### src/verilog/ctl_port_pkg.sv
// Purpose: shared constants and types of the paged serial control port
// Assumes: one 20 MHz core clock, bus pins sampled as plain inputs
// Notes:   register index is 7 bits, page select is 8 bits
package ctl_port_pkg;

    // core clock rate and bus clock budget
    localparam int          CLK_HZ            = 20000000;
    localparam int          FAST_SCL_HZ       = 400000;
    localparam int          SCL_CLKS          = CLK_HZ / FAST_SCL_HZ;

    // target address layout
    localparam logic [4:0]  ADDR_FIXED_BITS   = 5'h13;
    localparam int          ADDR_SEL_W        = 2;

    // register index and page select
    localparam int          INDEX_W           = 7;
    localparam int          PAGE_W            = 8;
    localparam logic [6:0]  PAGE_SELECT_INDEX = 7'h00;
    localparam logic [6:0]  INDEX_FIRST       = 7'h00;
    localparam logic [6:0]  INDEX_LAST        = 7'h7F;
    localparam logic [7:0]  PAGE_SELECT_RESET = 8'h00;
    localparam int          AUTO_INC_BIT      = 7;

    // byte framing
    localparam logic [3:0]  BITS_PER_BYTE     = 4'h8;
    localparam logic [3:0]  BIT_CNT_RESET     = 4'h0;
    localparam logic [7:0]  SHIFT_RESET       = 8'h00;
    localparam logic [2:0]  SYNC_IDLE         = 3'h7;
    localparam logic [1:0]  RST_SYNC_RESET    = 2'h0;

    // bus engine phases
    typedef enum logic [2:0] {
        ST_IDLE,
        ST_ADDR,
        ST_REG,
        ST_WDATA,
        ST_ACK,
        ST_RDATA,
        ST_RACK
    } phase_t;

endpackage

### src/verilog/reg_mem_if.sv
// Purpose: carrier between the bus engine and the register store
// Assumes: single clock, write and read in the same cycle allowed
// Notes:   read data lag the read address by one clock
`timescale 1ns/1ns
interface reg_mem_if #(
    parameter int ADDR_W = 9,
    parameter int DATA_W = 8
);
    logic              we;
    logic [ADDR_W-1:0] waddr;
    logic [DATA_W-1:0] wdata;
    logic [ADDR_W-1:0] raddr;
    logic [DATA_W-1:0] rdata;

    // engine side drives addresses and write data
    modport ctrl (
        output we,
        output waddr,
        output wdata,
        output raddr,
        input  rdata
    );

    // store side answers with registered read data
    modport mem (
        input  we,
        input  waddr,
        input  wdata,
        input  raddr,
        output rdata
    );
endinterface

### src/verilog/reg_store.sv
// Purpose: paged register storage behind the control port
// Assumes: contents are not cleared by reset
// Notes:   read data come out of a register, one clock after the address
`timescale 1ns/1ns
module reg_store #(
    parameter int ADDR_W = 9,
    parameter int DATA_W = 8
) (
    input  wire logic clk,
    reg_mem_if.mem    port
);
    logic [DATA_W-1:0] mem_q [0:(1 << ADDR_W) - 1];
    logic [DATA_W-1:0] rdata_q;

    // storage write port
    always_ff @(posedge clk)
    begin
        if (port.we)
        begin
            mem_q[port.waddr] <= port.wdata;
        end
    end

    // registered read port
    always_ff @(posedge clk)
    begin
        rdata_q <= mem_q[port.raddr];
    end

    assign port.rdata = rdata_q;
endmodule

### src/verilog/ctl_port.sv
// Purpose: target-only two-wire control port onto a paged register map
// Assumes: bus pins come from outside the clock domain; SCL not stretched
// Notes:   index 0 of every page is the page select; the rest is in reg_store
//
// How it works
// - target only, standard and fast speeds
// - index 0 on every page selects page
// - 7-bit address, first byte LSB is direction
// - upper five address bits fixed at 10011
// - low two address bits follow select pins
// - acknowledge only a matching target address
// - auto-increment allows multi-register block transfers
// - never initiate; receive on write, send on read
// - acknowledge address and every written byte
// - send read bytes until master not-acknowledges
// - index plus one per byte, 0x7F wraps
`timescale 1ns/1ns
module ctl_port
    import ctl_port_pkg::*;
#(
    parameter int PAGE_BITS = 2
) (
    input  wire logic              clk,
    input  wire logic              nrst,
    input  wire logic              scl_in,
    input  wire logic              sda_in,
    output logic                   sda_out,
    output logic                   sda_oe_n,
    input  wire logic              addr_select_low_pin,
    input  wire logic              addr_select_high_pin,
    output logic [PAGE_W-1:0]      active_page
);
    localparam int MEM_AW = PAGE_BITS + INDEX_W;

    // store address from page and index
    function automatic logic [MEM_AW-1:0] mem_addr(input logic [PAGE_W-1:0]  page,
                                                   input logic [INDEX_W-1:0] index);
        mem_addr = {page[PAGE_BITS-1:0], index};
    endfunction

    // index step with wrap from the last location
    function automatic logic [INDEX_W-1:0] next_index(input logic [INDEX_W-1:0] index);
        next_index = (index == INDEX_LAST) ? INDEX_FIRST : index + 7'h01;
    endfunction

    // accept a new level once the second and third stage agree
    function automatic logic filt(input logic [2:0] s, input logic prev);
        filt = (s[1] == s[2]) ? s[2] : prev;
    endfunction

    logic [1:0]         rst_s_q;
    logic [1:0]         rst_s_d;
    logic               rst_n;

    logic [2:0]         scl_s_q;
    logic [2:0]         scl_s_d;
    logic [2:0]         sda_s_q;
    logic [2:0]         sda_s_d;
    logic [2:0]         sel_lo_s_q;
    logic [2:0]         sel_lo_s_d;
    logic [2:0]         sel_hi_s_q;
    logic [2:0]         sel_hi_s_d;
    logic               scl_f_q;
    logic               scl_f_d;
    logic               sda_f_q;
    logic               sda_f_d;
    logic [1:0]         sel_f_q;
    logic [1:0]         sel_f_d;
    logic               scl_p_q;
    logic               scl_p_d;
    logic               sda_p_q;
    logic               sda_p_d;

    logic               scl_rise;
    logic               scl_fall;
    logic               start_cond;
    logic               stop_cond;
    logic [6:0]         own_addr;
    logic [7:0]         rd_byte;

    phase_t             state_q;
    phase_t             state_d;
    logic [3:0]         cnt_q;
    logic [3:0]         cnt_d;
    logic [7:0]         shift_q;
    logic [7:0]         shift_d;
    logic               rw_q;
    logic               rw_d;
    logic               reg_phase_q;
    logic               reg_phase_d;
    logic               inc_q;
    logic               inc_d;
    logic               acked_q;
    logic               acked_d;
    logic [INDEX_W-1:0] index_q;
    logic [INDEX_W-1:0] index_d;
    logic [PAGE_W-1:0]  page_q;
    logic [PAGE_W-1:0]  page_d;
    logic               oe_n_q;
    logic               oe_n_d;
    logic               sda_out_q;
    logic               we_q;
    logic               we_d;
    logic [MEM_AW-1:0]  waddr_q;
    logic [MEM_AW-1:0]  waddr_d;
    logic [7:0]         wdata_q;
    logic [7:0]         wdata_d;

    reg_mem_if #(.ADDR_W(MEM_AW), .DATA_W(8)) mif ();

    // reset release through two stages
    always_comb
    begin
        rst_s_d = {rst_s_q[0], 1'b1};
    end

    always_ff @(posedge clk or negedge nrst)
    begin
        if (!nrst)
            rst_s_q <= RST_SYNC_RESET;
        else
            rst_s_q <= rst_s_d;
    end

    assign rst_n = rst_s_q[1];

    // pin synchronisers, filtered levels and previous levels
    always_comb
    begin
        scl_s_d    = {scl_s_q[1:0], scl_in};
        sda_s_d    = {sda_s_q[1:0], sda_in};
        sel_lo_s_d = {sel_lo_s_q[1:0], addr_select_low_pin};
        sel_hi_s_d = {sel_hi_s_q[1:0], addr_select_high_pin};
        scl_f_d    = filt(scl_s_q, scl_f_q);
        sda_f_d    = filt(sda_s_q, sda_f_q);
        sel_f_d    = {filt(sel_hi_s_q, sel_f_q[1]), filt(sel_lo_s_q, sel_f_q[0])};
        scl_p_d    = scl_f_q;
        sda_p_d    = sda_f_q;
    end

    always_ff @(posedge clk or negedge rst_n)
    begin
        if (!rst_n)
        begin
            scl_s_q    <= SYNC_IDLE;
            sda_s_q    <= SYNC_IDLE;
            sel_lo_s_q <= SYNC_IDLE;
            sel_hi_s_q <= SYNC_IDLE;
            scl_f_q    <= 1'b1;
            sda_f_q    <= 1'b1;
            sel_f_q    <= 2'h0;
            scl_p_q    <= 1'b1;
            sda_p_q    <= 1'b1;
        end
        else
        begin
            scl_s_q    <= scl_s_d;
            sda_s_q    <= sda_s_d;
            sel_lo_s_q <= sel_lo_s_d;
            sel_hi_s_q <= sel_hi_s_d;
            scl_f_q    <= scl_f_d;
            sda_f_q    <= sda_f_d;
            sel_f_q    <= sel_f_d;
            scl_p_q    <= scl_p_d;
            sda_p_q    <= sda_p_d;
        end
    end

    // bus events; oversampled, so both speed grades work unchanged
    assign scl_rise   = scl_f_q & ~scl_p_q;
    assign scl_fall   = ~scl_f_q & scl_p_q;
    assign start_cond = scl_f_q & scl_p_q & sda_p_q & ~sda_f_q;
    assign stop_cond  = scl_f_q & scl_p_q & ~sda_p_q & sda_f_q;

    // fixed upper bits plus the two select pins
    assign own_addr = {ADDR_FIXED_BITS, sel_f_q};

    // index 0 answers with the page select on every page
    assign rd_byte = (index_q == PAGE_SELECT_INDEX) ? page_q : mif.rdata;

    // store ports
    assign mif.we    = we_q;
    assign mif.waddr = waddr_q;
    assign mif.wdata = wdata_q;
    assign mif.raddr = mem_addr(page_q, index_q);

    // bus engine next state
    always_comb
    begin
        state_d     = state_q;
        cnt_d       = cnt_q;
        shift_d     = shift_q;
        rw_d        = rw_q;
        reg_phase_d = reg_phase_q;
        inc_d       = inc_q;
        acked_d     = acked_q;
        index_d     = index_q;
        page_d      = page_q;
        oe_n_d      = oe_n_q;
        we_d        = 1'b0;
        waddr_d     = waddr_q;
        wdata_d     = wdata_q;
        if (start_cond)
        begin
            // start or repeated start always restarts address phase
            state_d = ST_ADDR;
            cnt_d   = BIT_CNT_RESET;
            oe_n_d  = 1'b1;
        end
        else if (stop_cond)
        begin
            state_d = ST_IDLE;
            oe_n_d  = 1'b1;
        end
        else
        begin
            unique case (state_q)
                ST_IDLE:
                begin
                    oe_n_d = 1'b1;
                end
                ST_ADDR, ST_REG, ST_WDATA:
                begin
                    if (scl_rise)
                    begin
                        shift_d = {shift_q[6:0], sda_f_q};
                        cnt_d   = cnt_q + 4'h1;
                    end
                    else if (scl_fall && cnt_q == BITS_PER_BYTE)
                    begin
                        cnt_d   = BIT_CNT_RESET;
                        oe_n_d  = 1'b0;
                        state_d = ST_ACK;
                        if (state_q == ST_ADDR)
                        begin
                            if (shift_q[7:1] == own_addr)
                            begin
                                rw_d        = shift_q[0];
                                reg_phase_d = ~shift_q[0];
                            end
                            else
                            begin
                                oe_n_d  = 1'b1;
                                state_d = ST_IDLE;
                            end
                        end
                        else if (state_q == ST_REG)
                        begin
                            inc_d       = shift_q[AUTO_INC_BIT];
                            index_d     = shift_q[6:0];
                            reg_phase_d = 1'b0;
                        end
                        else if (index_q == PAGE_SELECT_INDEX)
                        begin
                            page_d = shift_q;
                            if (inc_q)
                                index_d = next_index(index_q);
                        end
                        else
                        begin
                            we_d    = 1'b1;
                            waddr_d = mem_addr(page_q, index_q);
                            wdata_d = shift_q;
                            if (inc_q)
                                index_d = next_index(index_q);
                        end
                    end
                end
                ST_ACK:
                begin
                    if (scl_fall)
                    begin
                        cnt_d = BIT_CNT_RESET;
                        if (rw_q)
                        begin
                            shift_d = rd_byte;
                            oe_n_d  = rd_byte[7];
                            state_d = ST_RDATA;
                        end
                        else
                        begin
                            oe_n_d  = 1'b1;
                            state_d = reg_phase_q ? ST_REG : ST_WDATA;
                        end
                    end
                end
                ST_RDATA:
                begin
                    if (scl_rise)
                    begin
                        cnt_d = cnt_q + 4'h1;
                    end
                    else if (scl_fall)
                    begin
                        if (cnt_q == BITS_PER_BYTE)
                        begin
                            cnt_d   = BIT_CNT_RESET;
                            oe_n_d  = 1'b1;
                            state_d = ST_RACK;
                        end
                        else
                        begin
                            shift_d = {shift_q[6:0], 1'b0};
                            oe_n_d  = shift_q[6];
                        end
                    end
                end
                ST_RACK:
                begin
                    if (scl_rise)
                    begin
                        acked_d = ~sda_f_q;
                        if (!sda_f_q && inc_q)
                            index_d = next_index(index_q);
                    end
                    else if (scl_fall)
                    begin
                        if (acked_q)
                        begin
                            shift_d = rd_byte;
                            oe_n_d  = rd_byte[7];
                            state_d = ST_RDATA;
                        end
                        else
                        begin
                            oe_n_d  = 1'b1;
                            state_d = ST_IDLE;
                        end
                    end
                end
            endcase
        end
    end

    // bus engine registers
    always_ff @(posedge clk or negedge rst_n)
    begin
        if (!rst_n)
        begin
            state_q     <= ST_IDLE;
            cnt_q       <= BIT_CNT_RESET;
            shift_q     <= SHIFT_RESET;
            rw_q        <= 1'b0;
            reg_phase_q <= 1'b0;
            inc_q       <= 1'b0;
            acked_q     <= 1'b0;
            index_q     <= INDEX_FIRST;
            page_q      <= PAGE_SELECT_RESET;
            oe_n_q      <= 1'b1;
            sda_out_q   <= 1'b0;
            we_q        <= 1'b0;
            waddr_q     <= '0;
            wdata_q     <= SHIFT_RESET;
        end
        else
        begin
            state_q     <= state_d;
            cnt_q       <= cnt_d;
            shift_q     <= shift_d;
            rw_q        <= rw_d;
            reg_phase_q <= reg_phase_d;
            inc_q       <= inc_d;
            acked_q     <= acked_d;
            index_q     <= index_d;
            page_q      <= page_d;
            oe_n_q      <= oe_n_d;
            sda_out_q   <= 1'b0;
            we_q        <= we_d;
            waddr_q     <= waddr_d;
            wdata_q     <= wdata_d;
        end
    end

    // paged register storage
    reg_store #(
        .ADDR_W (MEM_AW),
        .DATA_W (8)
    ) u_store (
        .clk  (clk),
        .port (mif.mem)
    );

    // open-drain data pin: only ever pulls low
    assign sda_out     = sda_out_q;
    assign sda_oe_n    = oe_n_q;
    assign active_page = page_q;
endmodule

### config.mk
export PLATFORM = sky130hd
export DESIGN_NAME = ctl_port
export DESIGN_NICKNAME = d
export VERILOG_FILES = /design/src/verilog/ctl_port_pkg.sv /design/src/verilog/reg_mem_if.sv /design/src/verilog/reg_store.sv /design/src/verilog/ctl_port.sv
export SDC_FILE = /design/constraint.sdc
export NUM_CORES = 2
export LEC_CHECK = 0
export ABC_CLOCK_PERIOD_IN_PS = 4900
export BUFFER_PORTS_ARGS = -buffer_cell sky130_fd_sc_hd__clkbuf_2
export CAP_MARGIN = 20
export CELL_PAD_IN_SITES_DETAIL_PLACEMENT = 0
export CELL_PAD_IN_SITES_GLOBAL_PLACEMENT = 2
export CORE_MARGIN = 5
export CORE_UTILIZATION = 45
export DETAILED_ROUTE_END_ITERATION = 7
export HOLD_SLACK_MARGIN = 0.08
export PLACE_DENSITY_LB_ADDON = 0.1
export RECOVER_POWER = 100
export SLEW_MARGIN = 20
export SYNTH_ARGS = -nofsm -noshare
export SYNTH_HDL_FRONTEND = slang
export SYNTH_HIERARCHICAL = 1
export SYNTH_SLANG_ARGS = --single-unit
export TNS_END_PERCENT = 10
### constraint.sdc
create_clock -name clk -period 4.9 [get_ports clk]
set_clock_uncertainty 0.05 [all_clocks]
set_input_delay 0.735 -clock clk [delete_from_list [all_inputs] [get_ports clk]]
set_output_delay 0.735 -clock clk [all_outputs]
set_load 0.02 [all_outputs]
==> results.md <==
- Synth area leaders: edfxtp_1 (75%), mux4_2 (9.0%), mux2i_1 (4.9%), o221ai_1 (2.0%), nor2_1 (1.4%)
- Worst setup path endpoint: u_store/port.rdata[0]$_DFF_P_
- Final WL: 453 mm
- Initial DRT Pass Iterations: 5
- Initial Utilization: 45.1%
- Vert. Die Dim: 613 µm
- Reg2Reg Launch Point: index_q[1]$_DFFE_PN0P_
- Status: complete, but fails checks
- Crit. End Element: flop
- Vias in the first global route: 83622
- WL/cell: 32.7 µm
- Failing checks: capacitance limit, slew limit
- Worst Path Arrival: 5.59 ns
- Via count: 83844
- R2R cell count: 10
- Post-CTS setup repair buffer count: 0
- Gp weighted congestion: 0.818
- Avg Cell Area, Syn: 19.6 µm²
- ANT nets after route: 0
- Cell taking the most area after synthesis: edfxtp_1
- Tightest Pin Transition: 3.72 ns
- CTS sink cnt: 4177
- Synth cell types: 82
- Synth Net Count: 8358
- P_leak: 54.2 nW
- Min-Delay Path Class: flop to flop
- Final setup viols: 0
- Crit Path Class: flop to flop
- Largest stage delay on the critical path: 0.83 ns
- Reg2reg setup slack: 0.16 ns
- Top cell by count, worst path: buf_4
- Vias/cell: 6.06
- Largest net degree at the start of global routing: 200
- Slowest-stage cell, CP: nor4_1
- Die area: 0.376 mm²
- Fmax: 0.211 GHz
- Die X: 613 µm
- Clock buffers created by TritonCTS: ~440
- WL met1: 198 mm
- Global-route wire length before repair: ~640 mm
- Cells after Synth: approximately 8300
- Crit. Startpoint: index_q[1]$_DFFE_PN0P_
- Top layer in use: met5
- # nets final: 8673
- Initial antenna violation count: 27
- DRC: 0
- Worst setup SP type: flop
- DPL Wire Length: 277 mm
- Ys async rst share: under 10%
- Post-route minimum period: about 4.7 ns
- Post-DP Area: between 0.15 and 0.2 mm²
- RSZ-0062 raised after global routing: no
- Fin crit share: 96.7%
- Setup tns final: 0 ns
- Max Cap Viol: 50
- CTS clk-pin slew, worst paths: roughly 0.06 ns
- Final Util: 50.8%
- Top fanout value on the critical path: 29
- Required time of the critical path: 5.75 ns
- Met3 WL: 30.5 mm
- Max Slew Vio Count: 3597
- Num rows: approximately 220
- Total gr overflow: 0
- CTS Root Cell: clkbuf_16
- IO Pins: 16
- Prevailing post-synth register cell: edfxtp_1
- Fill cells: 29121
- TritonCTS clock tree: built
- H-tree depth: 5
- Core region area: 0.362 mm²
- Top cell type's share of synthesized area: 75.2%
- Post-CTS resize count: 0
- Tot GR Track Use: 23.7%
- Slew HR: -148%
- Post-synth EDFFs: 4096
- Layout cells sized above 1: 18.1%
- Part of the Yosys area used for sequential elements: 76.5%
- Starting DRC count in detailed routing: between 8000 and 9000
- Area grow syn2layout: 12.5%
- Post-synthesis register bit count: between 4000 and 5000
- Peak supply drop: between 300 and 400 µV
- R2R Path End: u_store/port.rdata[0]$_DFF_P_
- Pwr Density: a little under 400 mW/mm²
- Cell Area, Synth: 0.164 mm²
- CP cell instances: nand2b_4 > buf_4 > o221ai_1 > nor3_1 > nor4_1 > o311ai_0 > buf_4 > nor4_1 > buf_4 > o2111a_1
- IO Port Bufs: 14
- Clk_lat worst skew: approximately 0.95 ns
- Max Buffers Root-to-Sink: 4
- YS warnings: 6
- Met2 WL post-DR: 215 mm
- Final Cell Area: 0.184 mm²
- Final hold violations: 0
## cell families (layout without fill, tap and decap cells)
logic type | after synthesis | in the layout | share of synthesized area [%]
buffers and inverters | 544 | 1229 | 1.89
AO/OA/AOI/OAI | 1047 | 1047 | 4.49
other | 2 | 7 | 0.00459
XOR/XNOR | 3 | 3 | 0.0161
adder cells (fa/ha/maj) | 11 | 11 | 0.0781
AND/OR/NAND/NOR | 1064 | 1064 | 2.86
multiplexers | 1497 | 1497 | 14.2
flip-flops | 4177 | 4177 | 76.5
## layer usage
layer | vias up | track usage (%)
li1 | 35323 | -
met1 | 45118 | 35.4
met2 | 2893 | 37.4
met3 | 508 | 3.77
met4 | 2 | 4.89
met5 | - | 0
## synthesized netlist by cell type, drive strengths merged, types with 12 or more instances
cell,number
a211oi,22
a21oi,207
a22oi,63
and2,21
buf,257
clkbuf,273
dfrtp,56
dfstp,17
edfxtp,4096
inv,14
mux2,36
mux2i,807
mux4,654
nand2,137
nand3,42
nand4,34
nor2,615
nor3,113
nor3b,12
nor4,38
o21ai,142
o221ai,373
o22ai,164
o31ai,15
## final cells by class
| cell class | instances | area (µm²) | area share, % |
|---|---|---|---|
| Tap cell | 4794 | 6000 | 3.26 |
| Multi-Input combinational cell | 3624 | 35500 | 19.3 |
| Clock inverter | 285 | 2750 | 1.49 |
| Inverter | 14 | 61.3 | 0.0333 |
| Sequential cell | 4177 | 125000 | 68.0 |
| Clock buffer | 525 | 11500 | 6.24 |
| Timing Repair Buffer | 405 | 3110 | 1.69 |
| Antenna cell | 5 | 12.5 | 0.00680 |
## per-stage QoR
| step | hold WS (ns) | std cells | total power, mW | worst slack [ns] |
|---|---|---|---|---|
| detailed placement | 0.293 | 13006 | 39.7 | 0.103 |
| global placement | 0.295 | 12994 | 39.7 | -0.409 |
| floorplan | 0.281 | 8345 | 39.6 | 0.569 |
| global route | 0.304 | 13826 | 74.1 | 0.0893 |
| finish | 0.298 | 13829 | 71.8 | 0.161 |
| CTS | 0.303 | 13822 | 72.5 | 0.0972 |
## where the power goes
group          leakage (nW)  internal (mW)  switching, mW
clock network          6.94           19.0           13.8
registers              38.9           38.7          0.120
logic                  8.39         0.0899         0.0898
## sequential cells by signal, indices dropped and copies added (netlist names), 4 cells and up
name                flops
u_store/mem_q        4096
index_q                 7
mif.waddr               9
cnt_q                   4
mif.wdata               8
u_store/port.rdata      8
shift_q                 8
active_page             8
## critical path: cells and delay by family, from the launching register on
family / cells / cell delay, ns
buffers and inverters: 3 / 0.85
DFF: 1 / 0.69
AOI/OAI and AO/OA: 3 / 0.87
and+or+nand+nor: 4 / 2.18
## worst min path at each step
stage | slack [ns] | endpoint | cells after the start | start
2_1_floorplan | 0.28 | rst_s_q[1]$_DFF_PN0_ | 0 | rst_s_q[0]$_DFF_PN0_
3_3_place_gp | 0.30 | rst_s_q[1]$_DFF_PN0_ | 0 | rst_s_q[0]$_DFF_PN0_
3_5_place_dp | 0.29 | rst_s_q[1]$_DFF_PN0_ | 0 | rst_s_q[0]$_DFF_PN0_
4_1_cts | 0.30 | scl_s_q[0]$_DFF_PN1_ | 2 | scl_in
5_1_grt | 0.30 | rst_s_q[1]$_DFF_PN0_ | 0 | rst_s_q[0]$_DFF_PN0_
6_report | 0.30 | rst_s_q[1]$_DFF_PN0_ | 0 | rst_s_q[0]$_DFF_PN0_
## timing repair
action	in CTS	in global routing
endpoints found under the setup margin	0	0
hold buffers	6	0
hold endpoints to repair	6	0
## cells in the final DEF (no fill, tap or decap), drive strengths merged, types with 6 or more instances in the layout
master	synthesis	layout
edfxtp	4096	4096
mux2i	807	807
clkbuf	273	698
mux4	654	654
nor2	615	615
o221ai	373	373
buf	257	225
clkinv	0	209
a21oi	207	207
o22ai	164	164
o21ai	142	142
nand2	137	137
nor3	113	113
a22oi	63	63
dfrtp	56	56
bufinv	0	45
nand3	42	42
nor4	38	38
mux2	36	36
nand4	34	34
inv	14	26
a211oi	22	22
and2	21	21
clkinvlp	0	19
dfstp	17	17
o31ai	15	15
nor3b	12	12
nand2b	9	9
o2111a	8	8
dfxtp	8	8
nor2b	8	8
or2	8	8
o311ai	8	8
ha	7	7
o41ai	7	7
dlygate4sd3	0	6
or3	6	6
and3	6	6
Power figures use the tool's default switching activity.
